<file path="src/logic/pars_pkg.sv">
// Constants shared by the pixel array row and column sequencer.
// Assumes a single 25 MHz clock domain and a synchronous active-high reset.
package pars_pkg;

    // ------------------------------------------------------------------
    // Array geometry and word widths
    // ------------------------------------------------------------------
    localparam int ROWS        = 512;
    localparam int COLS        = 512;
    localparam int IDX_W       = 9;
    localparam int CODE_W      = 10;
    localparam int FIFO_DEPTH  = 32;

    // ------------------------------------------------------------------
    // Pin vector layout after the input synchroniser
    // ------------------------------------------------------------------
    localparam int PULSE_N      = 8;
    localparam int P_READ_ADV   = 0;
    localparam int P_RESET_ADV  = 1;
    localparam int P_READ_LOAD  = 2;
    localparam int P_RESET_LOAD = 3;
    localparam int P_ROW_START  = 4;
    localparam int P_COL_START  = 5;
    localparam int P_COL_LOAD   = 6;
    localparam int P_COL_ADV    = 7;
    localparam int PIN_W        = PULSE_N + 2 + 2 * IDX_W + 2 * CODE_W;

    // ------------------------------------------------------------------
    // Reset values and the saturation code
    // ------------------------------------------------------------------
    localparam logic [IDX_W-1:0]  IDX_RESET   = 9'h000;
    localparam logic [CODE_W-1:0] CODE_RESET  = 10'h000;
    localparam logic [CODE_W-1:0] CODE_MAX    = 10'h3ff;

    // ------------------------------------------------------------------
    // Gain select codes, binary: 1, 2, 4 or 8
    // ------------------------------------------------------------------
    typedef enum logic [1:0] {
        PARS_GAIN_X1 = 2'h0,
        PARS_GAIN_X2 = 2'h1,
        PARS_GAIN_X4 = 2'h2,
        PARS_GAIN_X8 = 2'h3
    } pars_gain_t;

    // ------------------------------------------------------------------
    // Controller timing figures, for reference by the line timing
    // ------------------------------------------------------------------
    localparam int CLK_PERIOD_NS       = 40;
    localparam int ROW_BLANKING_NS     = 3200;
    localparam int PIXEL_PERIOD_NS     = 125;
    localparam int ROW_BLANKING_CYC    = (ROW_BLANKING_NS + CLK_PERIOD_NS - 1) / CLK_PERIOD_NS;
    localparam int PIXEL_PERIOD_CYC    = (PIXEL_PERIOD_NS + CLK_PERIOD_NS - 1) / CLK_PERIOD_NS;

endpackage : pars_pkg

</file>
<file path="src/logic/pars_stream_if.sv">
// Valid/ready word stream used between the sequencer and its pixel FIFO.
// Assumes both ends share one clock.
`timescale 1ns/1ps
interface pars_stream_if #(parameter int WIDTH = 10);
    logic             valid;
    logic             ready;
    logic [WIDTH-1:0] data;

    modport src (output valid, output data, input  ready);
    modport snk (input  valid, input  data, output ready);
endinterface : pars_stream_if

</file>
<file path="src/logic/pars_fifo.sv">
// Flip-flop FIFO for converted pixel codes.
// Assumes one clock, a synchronous reset and a clock enable that freezes it.
`timescale 1ns/1ps
module pars_fifo #(
    parameter int WIDTH = 10,
    parameter int DEPTH = 32
) (
    // Clock, reset and enable
    input  wire logic   clk,
    input  wire logic   rst,
    input  wire logic   ce,
    // Fill and drain sides
    pars_stream_if.snk  wr,
    pars_stream_if.src  rd
);
    localparam int AW = $clog2(DEPTH);

    logic [WIDTH-1:0] mem_reg [DEPTH];
    logic [WIDTH-1:0] mem_next [DEPTH];
    logic [AW:0]      wp_reg;
    logic [AW:0]      wp_next;
    logic [AW:0]      rp_reg;
    logic [AW:0]      rp_next;
    logic             full;
    logic             empty;
    logic             push;
    logic             pop;

    // Full when pointers match in index but differ in wrap bit.
    assign full     = (wp_reg[AW-1:0] == rp_reg[AW-1:0]) && (wp_reg[AW] != rp_reg[AW]);
    assign empty    = (wp_reg == rp_reg);
    assign wr.ready = ~full;
    assign rd.valid = ~empty;
    assign rd.data  = mem_reg[rp_reg[AW-1:0]];
    assign push     = wr.valid & ~full;
    assign pop      = rd.ready & ~empty;

    // Next pointers and storage.
    always_comb begin
        mem_next = mem_reg;
        wp_next  = wp_reg + (AW+1)'(push);
        rp_next  = rp_reg + (AW+1)'(pop);
        if (push) begin
            mem_next[wp_reg[AW-1:0]] = wr.data;
        end
    end

    // Storage holds no reset; only the pointers need a defined value.
    always_ff @(posedge clk) begin
        if (rst) begin
            wp_reg <= '0;
            rp_reg <= '0;
        end else if (ce) begin
            wp_reg  <= wp_next;
            rp_reg  <= rp_next;
            mem_reg <= mem_next;
        end
    end
endmodule : pars_fifo

</file>
<file path="src/logic/pars_sequencer.sv">
// Row and column addressing of a 512 by 512 pixel array with a 10-bit
// pixel converter and a FIFO on the pixel code output.
// Assumes an external timing controller drives the pointer, gain and level pins; those pins are
// asynchronous and pass a two-stage synchroniser here.
//
// Functional notes
// - Each row pointer is a one-hot 512-bit selector, one row at a time.
// - An advance pulse moves a row pointer one row further down.
// - A preset load pulse copies the row start register into the pointer.
// - Two independent pointers, read and reset; their spacing sets exposure.
// - Double sampling uses signal and reset level; read row is reset at once.
// - Reading a row destroys its charge; no accumulation across exposures.
// - Reset pointer selecting a row clears it and starts its new exposure.
// - Selected row codes leave serially, one pixel after another.
// - A column start register lets readout begin at a programmed column.
// - Two static gain select pins choose one of four gains.
// - Each pixel sample becomes a 10-bit code on the parallel output.
// - The selectable gains are 1, 2, 4 and 8.
`timescale 1ns/1ps
module pars_sequencer (
    // Clock, reset and enable
    input  wire logic                             CLK,
    input  wire logic                             RESET,
    input  wire logic                             CE,
    // Row pointer pins
    input  wire logic                             READ_ROW_ADVANCE,
    input  wire logic                             RESET_ROW_ADVANCE,
    input  wire logic                             READ_ROW_PRESET_LOAD,
    input  wire logic                             RESET_ROW_PRESET_LOAD,
    input  wire logic                             ROW_START_LOAD,
    input  wire logic [pars_pkg::IDX_W-1:0]       ROW_START_VALUE,
    // Column pointer pins
    input  wire logic                             COLUMN_START_LOAD,
    input  wire logic [pars_pkg::IDX_W-1:0]       COLUMN_START_VALUE,
    input  wire logic                             COLUMN_PRESET_LOAD,
    input  wire logic                             COLUMN_POINTER_ADVANCE,
    // Gain pins
    input  wire logic                             GAIN_SELECT_LSB,
    input  wire logic                             GAIN_SELECT_MSB,
    // Column amplifier levels of the selected pixel
    input  wire logic [pars_pkg::CODE_W-1:0]      SIGNAL_LEVEL,
    input  wire logic [pars_pkg::CODE_W-1:0]      RESET_LEVEL,
    // Row selects and status
    output logic      [pars_pkg::ROWS-1:0]        READ_ROW_SELECT,
    output logic      [pars_pkg::ROWS-1:0]        RESET_ROW_SELECT,
    output logic      [pars_pkg::IDX_W-1:0]       EXPOSURE_ROWS,
    output logic      [pars_pkg::IDX_W-1:0]       COLUMN_INDEX,
    output logic                                  ROW_READ_CLEAR,
    output logic                                  ROW_EXPOSURE_START,
    // Pixel code stream
    output logic      [pars_pkg::CODE_W-1:0]      PIXEL_CODE_BUS,
    output logic                                  PIXEL_CODE_VALID,
    input  wire logic                             PIXEL_CODE_READY,
    output logic                                  PIXEL_FIFO_READY,
    output logic                                  PIXEL_OVERRUN
);
    localparam int W = pars_pkg::IDX_W;
    localparam int C = pars_pkg::CODE_W;

    // ------------------------------------------------------------------
    // Input synchroniser and pulse edge detection
    // ------------------------------------------------------------------
    logic [pars_pkg::PIN_W-1:0]   pin_raw;
    logic [pars_pkg::PIN_W-1:0]   sync1_reg;
    logic [pars_pkg::PIN_W-1:0]   sync2_reg;
    logic [pars_pkg::PULSE_N-1:0] prev_reg;
    logic [pars_pkg::PULSE_N-1:0] rise;
    logic [1:0]                   gain_code;
    logic [W-1:0]                 row_start_pin;
    logic [W-1:0]                 col_start_pin;
    logic [C-1:0]                 sig_lvl;
    logic [C-1:0]                 rst_lvl;

    assign pin_raw = {RESET_LEVEL, SIGNAL_LEVEL, COLUMN_START_VALUE, ROW_START_VALUE,
                      GAIN_SELECT_MSB, GAIN_SELECT_LSB,
                      COLUMN_POINTER_ADVANCE, COLUMN_PRESET_LOAD, COLUMN_START_LOAD,
                      ROW_START_LOAD, RESET_ROW_PRESET_LOAD, READ_ROW_PRESET_LOAD,
                      RESET_ROW_ADVANCE, READ_ROW_ADVANCE};
    assign rise          = sync2_reg[pars_pkg::PULSE_N-1:0] & ~prev_reg;
    assign gain_code     = sync2_reg[pars_pkg::PULSE_N+1:pars_pkg::PULSE_N];
    assign row_start_pin = sync2_reg[pars_pkg::PULSE_N+2+:W];
    assign col_start_pin = sync2_reg[pars_pkg::PULSE_N+2+W+:W];
    assign sig_lvl       = sync2_reg[pars_pkg::PULSE_N+2+2*W+:C];
    assign rst_lvl       = sync2_reg[pars_pkg::PULSE_N+2+2*W+C+:C];

    // Two stages before any logic; the first stage feeds only the second.
    always_ff @(posedge CLK) begin
        if (RESET) begin
            sync1_reg <= '0;
            sync2_reg <= '0;
            prev_reg  <= '0;
        end else if (CE) begin
            sync1_reg <= pin_raw;
            sync2_reg <= sync1_reg;
            prev_reg  <= sync2_reg[pars_pkg::PULSE_N-1:0];
        end
    end

    // ------------------------------------------------------------------
    // Row and column pointers
    // ------------------------------------------------------------------
    logic [W-1:0] row_start_reg, row_start_next;
    logic [W-1:0] col_start_reg, col_start_next;
    logic [W-1:0] read_idx_reg, read_idx_next;
    logic [W-1:0] reset_idx_reg, reset_idx_next;
    logic [W-1:0] col_idx_reg, col_idx_next;
    logic [W-1:0] expo_reg, expo_next;
    logic         read_clr_reg, read_clr_next;
    logic         expo_start_reg, expo_start_next;
    logic [pars_pkg::ROWS-1:0] read_sel_reg, read_sel_next;
    logic [pars_pkg::ROWS-1:0] reset_sel_reg, reset_sel_next;

    // Next pointer positions; a preset load wins over an advance.
    always_comb begin
        row_start_next = row_start_reg;
        col_start_next = col_start_reg;
        read_idx_next  = read_idx_reg;
        reset_idx_next = reset_idx_reg;
        col_idx_next   = col_idx_reg;
        if (rise[pars_pkg::P_ROW_START]) begin
            row_start_next = row_start_pin;
        end
        if (rise[pars_pkg::P_COL_START]) begin
            col_start_next = col_start_pin;
        end
        if (rise[pars_pkg::P_READ_LOAD]) begin
            read_idx_next = row_start_reg;
        end else if (rise[pars_pkg::P_READ_ADV]) begin
            read_idx_next = read_idx_reg + W'(1);
        end
        if (rise[pars_pkg::P_RESET_LOAD]) begin
            reset_idx_next = row_start_reg;
        end else if (rise[pars_pkg::P_RESET_ADV]) begin
            reset_idx_next = reset_idx_reg + W'(1);
        end
        if (rise[pars_pkg::P_COL_LOAD]) begin
            col_idx_next = col_start_reg;
        end else if (rise[pars_pkg::P_COL_ADV]) begin
            col_idx_next = col_idx_reg + W'(1);
        end
        expo_next = reset_idx_next - read_idx_next;
        // moving the read row clears it.
        read_clr_next = rise[pars_pkg::P_READ_LOAD] | rise[pars_pkg::P_READ_ADV];
        // newly selected reset row starts exposure.
        expo_start_next = rise[pars_pkg::P_RESET_LOAD] | rise[pars_pkg::P_RESET_ADV];
    end

    // one-hot decode of both row pointers.
    genvar gi;
    generate
        for (gi = 0; gi < pars_pkg::ROWS; gi++) begin : g_row
            assign read_sel_next[gi]  = (read_idx_next == W'(gi));
            assign reset_sel_next[gi] = (reset_idx_next == W'(gi));
        end
    endgenerate

    // Pointer registers; both start on row zero.
    always_ff @(posedge CLK) begin
        if (RESET) begin
            row_start_reg  <= pars_pkg::IDX_RESET;
            col_start_reg  <= pars_pkg::IDX_RESET;
            read_idx_reg   <= pars_pkg::IDX_RESET;
            reset_idx_reg  <= pars_pkg::IDX_RESET;
            col_idx_reg    <= pars_pkg::IDX_RESET;
            expo_reg       <= pars_pkg::IDX_RESET;
            read_clr_reg   <= 1'b0;
            expo_start_reg <= 1'b0;
            read_sel_reg   <= {{(pars_pkg::ROWS-1){1'b0}}, 1'b1};
            reset_sel_reg  <= {{(pars_pkg::ROWS-1){1'b0}}, 1'b1};
        end else if (CE) begin
            row_start_reg  <= row_start_next;
            col_start_reg  <= col_start_next;
            read_idx_reg   <= read_idx_next;
            reset_idx_reg  <= reset_idx_next;
            col_idx_reg    <= col_idx_next;
            expo_reg       <= expo_next;
            read_clr_reg   <= read_clr_next;
            expo_start_reg <= expo_start_next;
            read_sel_reg   <= read_sel_next;
            reset_sel_reg  <= reset_sel_next;
        end
    end

    // ------------------------------------------------------------------
    // Converter and gain stage
    // ------------------------------------------------------------------
    logic [C-1:0]   diff;
    logic [C+2:0]   scaled;
    logic [C-1:0]   code;
    logic           overrun_reg, overrun_next;
    pars_stream_if #(.WIDTH(C)) fill_if ();
    pars_stream_if #(.WIDTH(C)) drain_if ();

    // Double-sampled code: reset level minus signal level, clamped at zero.
    always_comb begin
        diff = (rst_lvl > sig_lvl) ? (rst_lvl - sig_lvl) : pars_pkg::CODE_RESET;
        case (pars_pkg::pars_gain_t'(gain_code))
            // gains of 1, 2, 4 and 8.
            pars_pkg::PARS_GAIN_X1: scaled = {3'h0, diff};
            pars_pkg::PARS_GAIN_X2: scaled = {2'h0, diff, 1'h0};
            pars_pkg::PARS_GAIN_X4: scaled = {1'h0, diff, 2'h0};
            pars_pkg::PARS_GAIN_X8: scaled = {diff, 3'h0};
            default:                scaled = {3'h0, diff};
        endcase
        code = (scaled[C+2:C] != 3'h0) ? pars_pkg::CODE_MAX : scaled[C-1:0];
    end

    // one code per column advance, in column order.
    assign fill_if.valid = rise[pars_pkg::P_COL_ADV];
    assign fill_if.data  = code;
    // The pins cannot be stalled, so a code that meets a full FIFO is lost
    // and flagged; the controller must slow its column clock instead.
    assign overrun_next  = overrun_reg | (fill_if.valid & ~fill_if.ready);

    pars_fifo #(
        .WIDTH (C),
        .DEPTH (pars_pkg::FIFO_DEPTH)
    ) u_fifo (
        .clk (CLK),
        .rst (RESET),
        .ce  (CE),
        .wr  (fill_if),
        .rd  (drain_if)
    );

    // ------------------------------------------------------------------
    // Registered output stage
    // ------------------------------------------------------------------
    logic         out_valid_reg, out_valid_next;
    logic [C-1:0] out_code_reg, out_code_next;
    logic         fifo_rdy_reg;

    assign drain_if.ready = ~out_valid_reg | PIXEL_CODE_READY;

    // Take a new word when the output stage is empty or being drained.
    always_comb begin
        out_valid_next = out_valid_reg;
        out_code_next  = out_code_reg;
        if (drain_if.ready) begin
            out_valid_next = drain_if.valid;
            if (drain_if.valid) begin
                out_code_next = drain_if.data;
            end
        end
    end

    always_ff @(posedge CLK) begin
        if (RESET) begin
            out_valid_reg <= 1'b0;
            out_code_reg  <= pars_pkg::CODE_RESET;
            fifo_rdy_reg  <= 1'b0;
            overrun_reg   <= 1'b0;
        end else if (CE) begin
            out_valid_reg <= out_valid_next;
            out_code_reg  <= out_code_next;
            fifo_rdy_reg  <= fill_if.ready;
            overrun_reg   <= overrun_next;
        end
    end

    assign READ_ROW_SELECT    = read_sel_reg;
    assign RESET_ROW_SELECT   = reset_sel_reg;
    assign EXPOSURE_ROWS      = expo_reg;
    assign COLUMN_INDEX       = col_idx_reg;
    assign ROW_READ_CLEAR     = read_clr_reg;
    assign ROW_EXPOSURE_START = expo_start_reg;
    assign PIXEL_CODE_BUS     = out_code_reg;
    assign PIXEL_CODE_VALID   = out_valid_reg;
    assign PIXEL_FIFO_READY   = fifo_rdy_reg;
    assign PIXEL_OVERRUN      = overrun_reg;
endmodule : pars_sequencer

</file>
<file path="config.mk">
export PLATFORM = sky130hd
export DESIGN_NAME = pars_sequencer
export DESIGN_NICKNAME = d
export VERILOG_FILES = /design/src/logic/pars_pkg.sv /design/src/logic/pars_stream_if.sv /design/src/logic/pars_fifo.sv /design/src/logic/pars_sequencer.sv
export SDC_FILE = /design/constraint.sdc
export NUM_CORES = 2
export LEC_CHECK = 0
export ABC_AREA = 1
export BUFFER_PORTS_ARGS = -buffer_cell sky130_fd_sc_hd__buf_2
export CAP_MARGIN = 10
export CORE_MARGIN = 4
export CORE_UTILIZATION = 25
export CTS_BUF_LIST = sky130_fd_sc_hd__clkbuf_4 sky130_fd_sc_hd__clkbuf_8
export DETAILED_ROUTE_END_ITERATION = 6
export PLACE_DENSITY = 0.45
export SETUP_SLACK_MARGIN = 0.3
export SYNTH_ARGS = -nofsm -noshare
export SYNTH_HDL_FRONTEND = slang
export SYNTH_SLANG_ARGS = --single-unit
</file>
<file path="constraint.sdc">
create_clock -name CLK -period 4.8 [get_ports CLK]
set_input_delay 0.96 -clock CLK [delete_from_list [all_inputs] [get_ports CLK]]
set_output_delay 0.96 -clock CLK [all_outputs]
set_load 0.01 [all_outputs]
</file>
==> metrics <==
status completed; Hold/Removal Path Class primary input to flop; crit-path max FO 32; post-synth top area share 40.52%; Crit-path slowest cell nand2_2; syn_nets 7,098; antenna-violating nets left 0; first-pass iteration count of the detailed router 5; # IOs 1,109; row count 179; Seq cells post-synth 1,529; GRT Residual Overflow 0; sequential share of the synthesized area 56.61%; total power 30.06 mW; clk_lat worst skew 1.02 ns; setup TNS 0 ns; DP Worst Slack 1.193 ns; Hold-fix buffers, CTS 0; RSZ-0062 raised after global routing no; WHS 0.1962 ns; main combinational cell family by area after synthesis simple AND/OR/NAND/NOR gates; cts bufs inserted 299; Worst Max-Slew Pin Slew 1.349 ns; Fin. Hold Viols 0; syn avg cell area 8.510 sq um; top post-synthesis cells by area dfxtp_1, edfxtp_1, a21oi_1; Distinct cells, synth 39; Setup crit start kind flop; core box area 237,900 sq um; Tmin final 3.651 ns; largest net degree at the start of global routing 202; Synth Area in Simple Gates 22.77%; CP arrival 4.15 ns; Die W 496.8 um; setup violators final 0; I/O Buffers 1,108; Setup WS post-layout 1.149 ns; Synth Area in XOR/XNOR 0.2346%; worst-case clock buffer depth 4; # Max-Cap Violations 0; CP cell instances inv_1, ha_1, a21oi_1, o21ai_0, nand2_1, nand3_1, nand2_1, inv_1, nand3_1, nand3_1, nand2_1, nand2_2; leakage 28.14 nW; CTS resizes 0; Synth Area in Compound Gates 13.54%; die height 496.8 um; ys async rst share 0%; Worst setup EP type flop; Clock Pin Slew Worst Setup and Hold Paths 0.05 ns; DR iter-0 viols 4,906; drt total wl 262,100 um; post-synthesis mux area share 0%; layout cells sized above 1 23.18%; PwrDens 406.5 nW/um^2; Root Buffer clkbuf_8; drt wl/cell 23.31 um; Post-Synth Adder-Cell Area 0.5907%; Net count, final 7,951; first-pass GRT wire length 371,300 um; Fmax achieved 273.9 MHz; DIE AREA 246,800 sq um; Post-synth EDFFs 320; CTS tree built; htree depth 5; Finished Cell Area 73,950 sq um; number of global-route vias before repair 52,250; Cells after Synth 7,019; total number of vias 55,760; Post-Syn Area 59,730 sq um; initial antenna violation count 14; Final period util 76.05%; max_slew headroom 10.09%; CTS Sinks 1,529; CP required 5.30 ns; Slew Limit Fails 0; clock skew 0.1031 ns; leading area contributor after synthesis dfxtp_1; Crit Path Class flop to flop; starting density of the core 25.11%; Area Growth Syn to Fin 23.81%; Placer Congestion 0.8244; Final HPWL DP 163,700 um; placed instance area 68,030 sq um; total track usage 19.89%; DRC viols 0; Max IR drop VDD 244.0 uV; routed vias/inst 4.959; Synth Flop Type dfxtp_1; Max stage delay on crit path 0.61 ns; synth warn 0; # Post-CTS Setup Buffers 0
layout make-up:
class	count	area [sq um]
diodes	7	17.52
clock buffers	442	5508
clock inverters	57	395.4
fillers	25420	163900
inverters	143	549.3
multi-input cells	4629	22550
flip-flops and latches	1529	33820
well taps	3167	3963
repair buffers	1270	7149
cells in the mapped netlist, drive strengths merged, types with 2 or more instances:
cell       n
o22ai     31
xor2       9
a211oi     3
a31oi      4
nand2   1339
ha        25
o21ai    344
a21oi   1147
clkbuf   358
dfxtp   1209
xnor2      7
or2        3
nor2     503
nor3       8
buf      360
inv      138
nand3b     3
o211ai    36
o221ai     8
fa         2
nand4    539
edfxtp   320
clkinv     5
nand3    615
final timing paths:
check	from	endpoint	slack [ns]	depth (start not counted)
setup / recovery	sync2_reg[33]	u_fifo.mem_reg[114]	1.15	12
hold reg to reg	prev_reg[7]	prev_reg[7]	0.46	2
hold / removal	ROW_START_VALUE[7]	sync1_reg[17]	0.20	3
setup reg to reg	sync2_reg[33]	u_fifo.mem_reg[114]	1.15	12
through the flow:
step                      cells  utilization, %
after floorplan            7019               -
after global placement    10740           28.60
after detailed placement  10740           28.60
after CTS                 11240           31.08
after global routing      11240           31.09
final                     11240           31.09
critical path: cells and delay by family (launching register included):
kind	cells	cell delay, ns
fa+ha+maj	1	0.35
flops	1	0.30
compound gates	2	0.42
simple gates	7	1.83
buf+inv	2	0.24
where the power goes:
| group | switching (mW) | internal (mW) | total (mW) |
|---|---|---|---|
| sequential | 0.101 | 13.5 | 13.6 |
| clock | 5.81 | 7.43 | 13.2 |
| combinational | 2.65 | 0.580 | 3.23 |
| total | 8.57 | 21.5 | 30.1 |
layer usage:
| metal | up-vias | GRT usage (%) | routed length (um) |
|---|---|---|---|
| met3 | 436 | 5.440 | 21460 |
| li1 | 26020 | - | - |
| met4 | 0 | 7.362 | 9404 |
| met5 | - | 0 | 0 |
| met2 | 2231 | 30.91 | 118300 |
| met1 | 27070 | 26.35 | 112900 |
cells by family after synthesis:
family | Yosys count
buf+inv | 861
fa+ha+maj | 27
flops | 1529
xor+xnor | 16
simple gates | 3010
compound gates | 1576
placed cells by master (no fill, tap or decap), types with 20 or more instances in the layout:
cell type	synthesis	routed
clkbuf_4	0	92
buf_4	34	133
clkbuf_8	0	350
nand4_1	539	539
buf_2	297	1106
o21ai_0	339	337
o211ai_1	36	36
o22ai_1	31	31
ha_1	25	25
nand2_2	11	20
nand2_1	1328	1319
dfxtp_1	1209	1207
clkinv_2	0	26
nor2_1	463	441
edfxtp_1	320	320
nand3_1	612	612
nor2_4	2	51
inv_1	122	121
a21oi_1	1144	1142
buf_12	0	30
(Power assumes the default switching activity.)
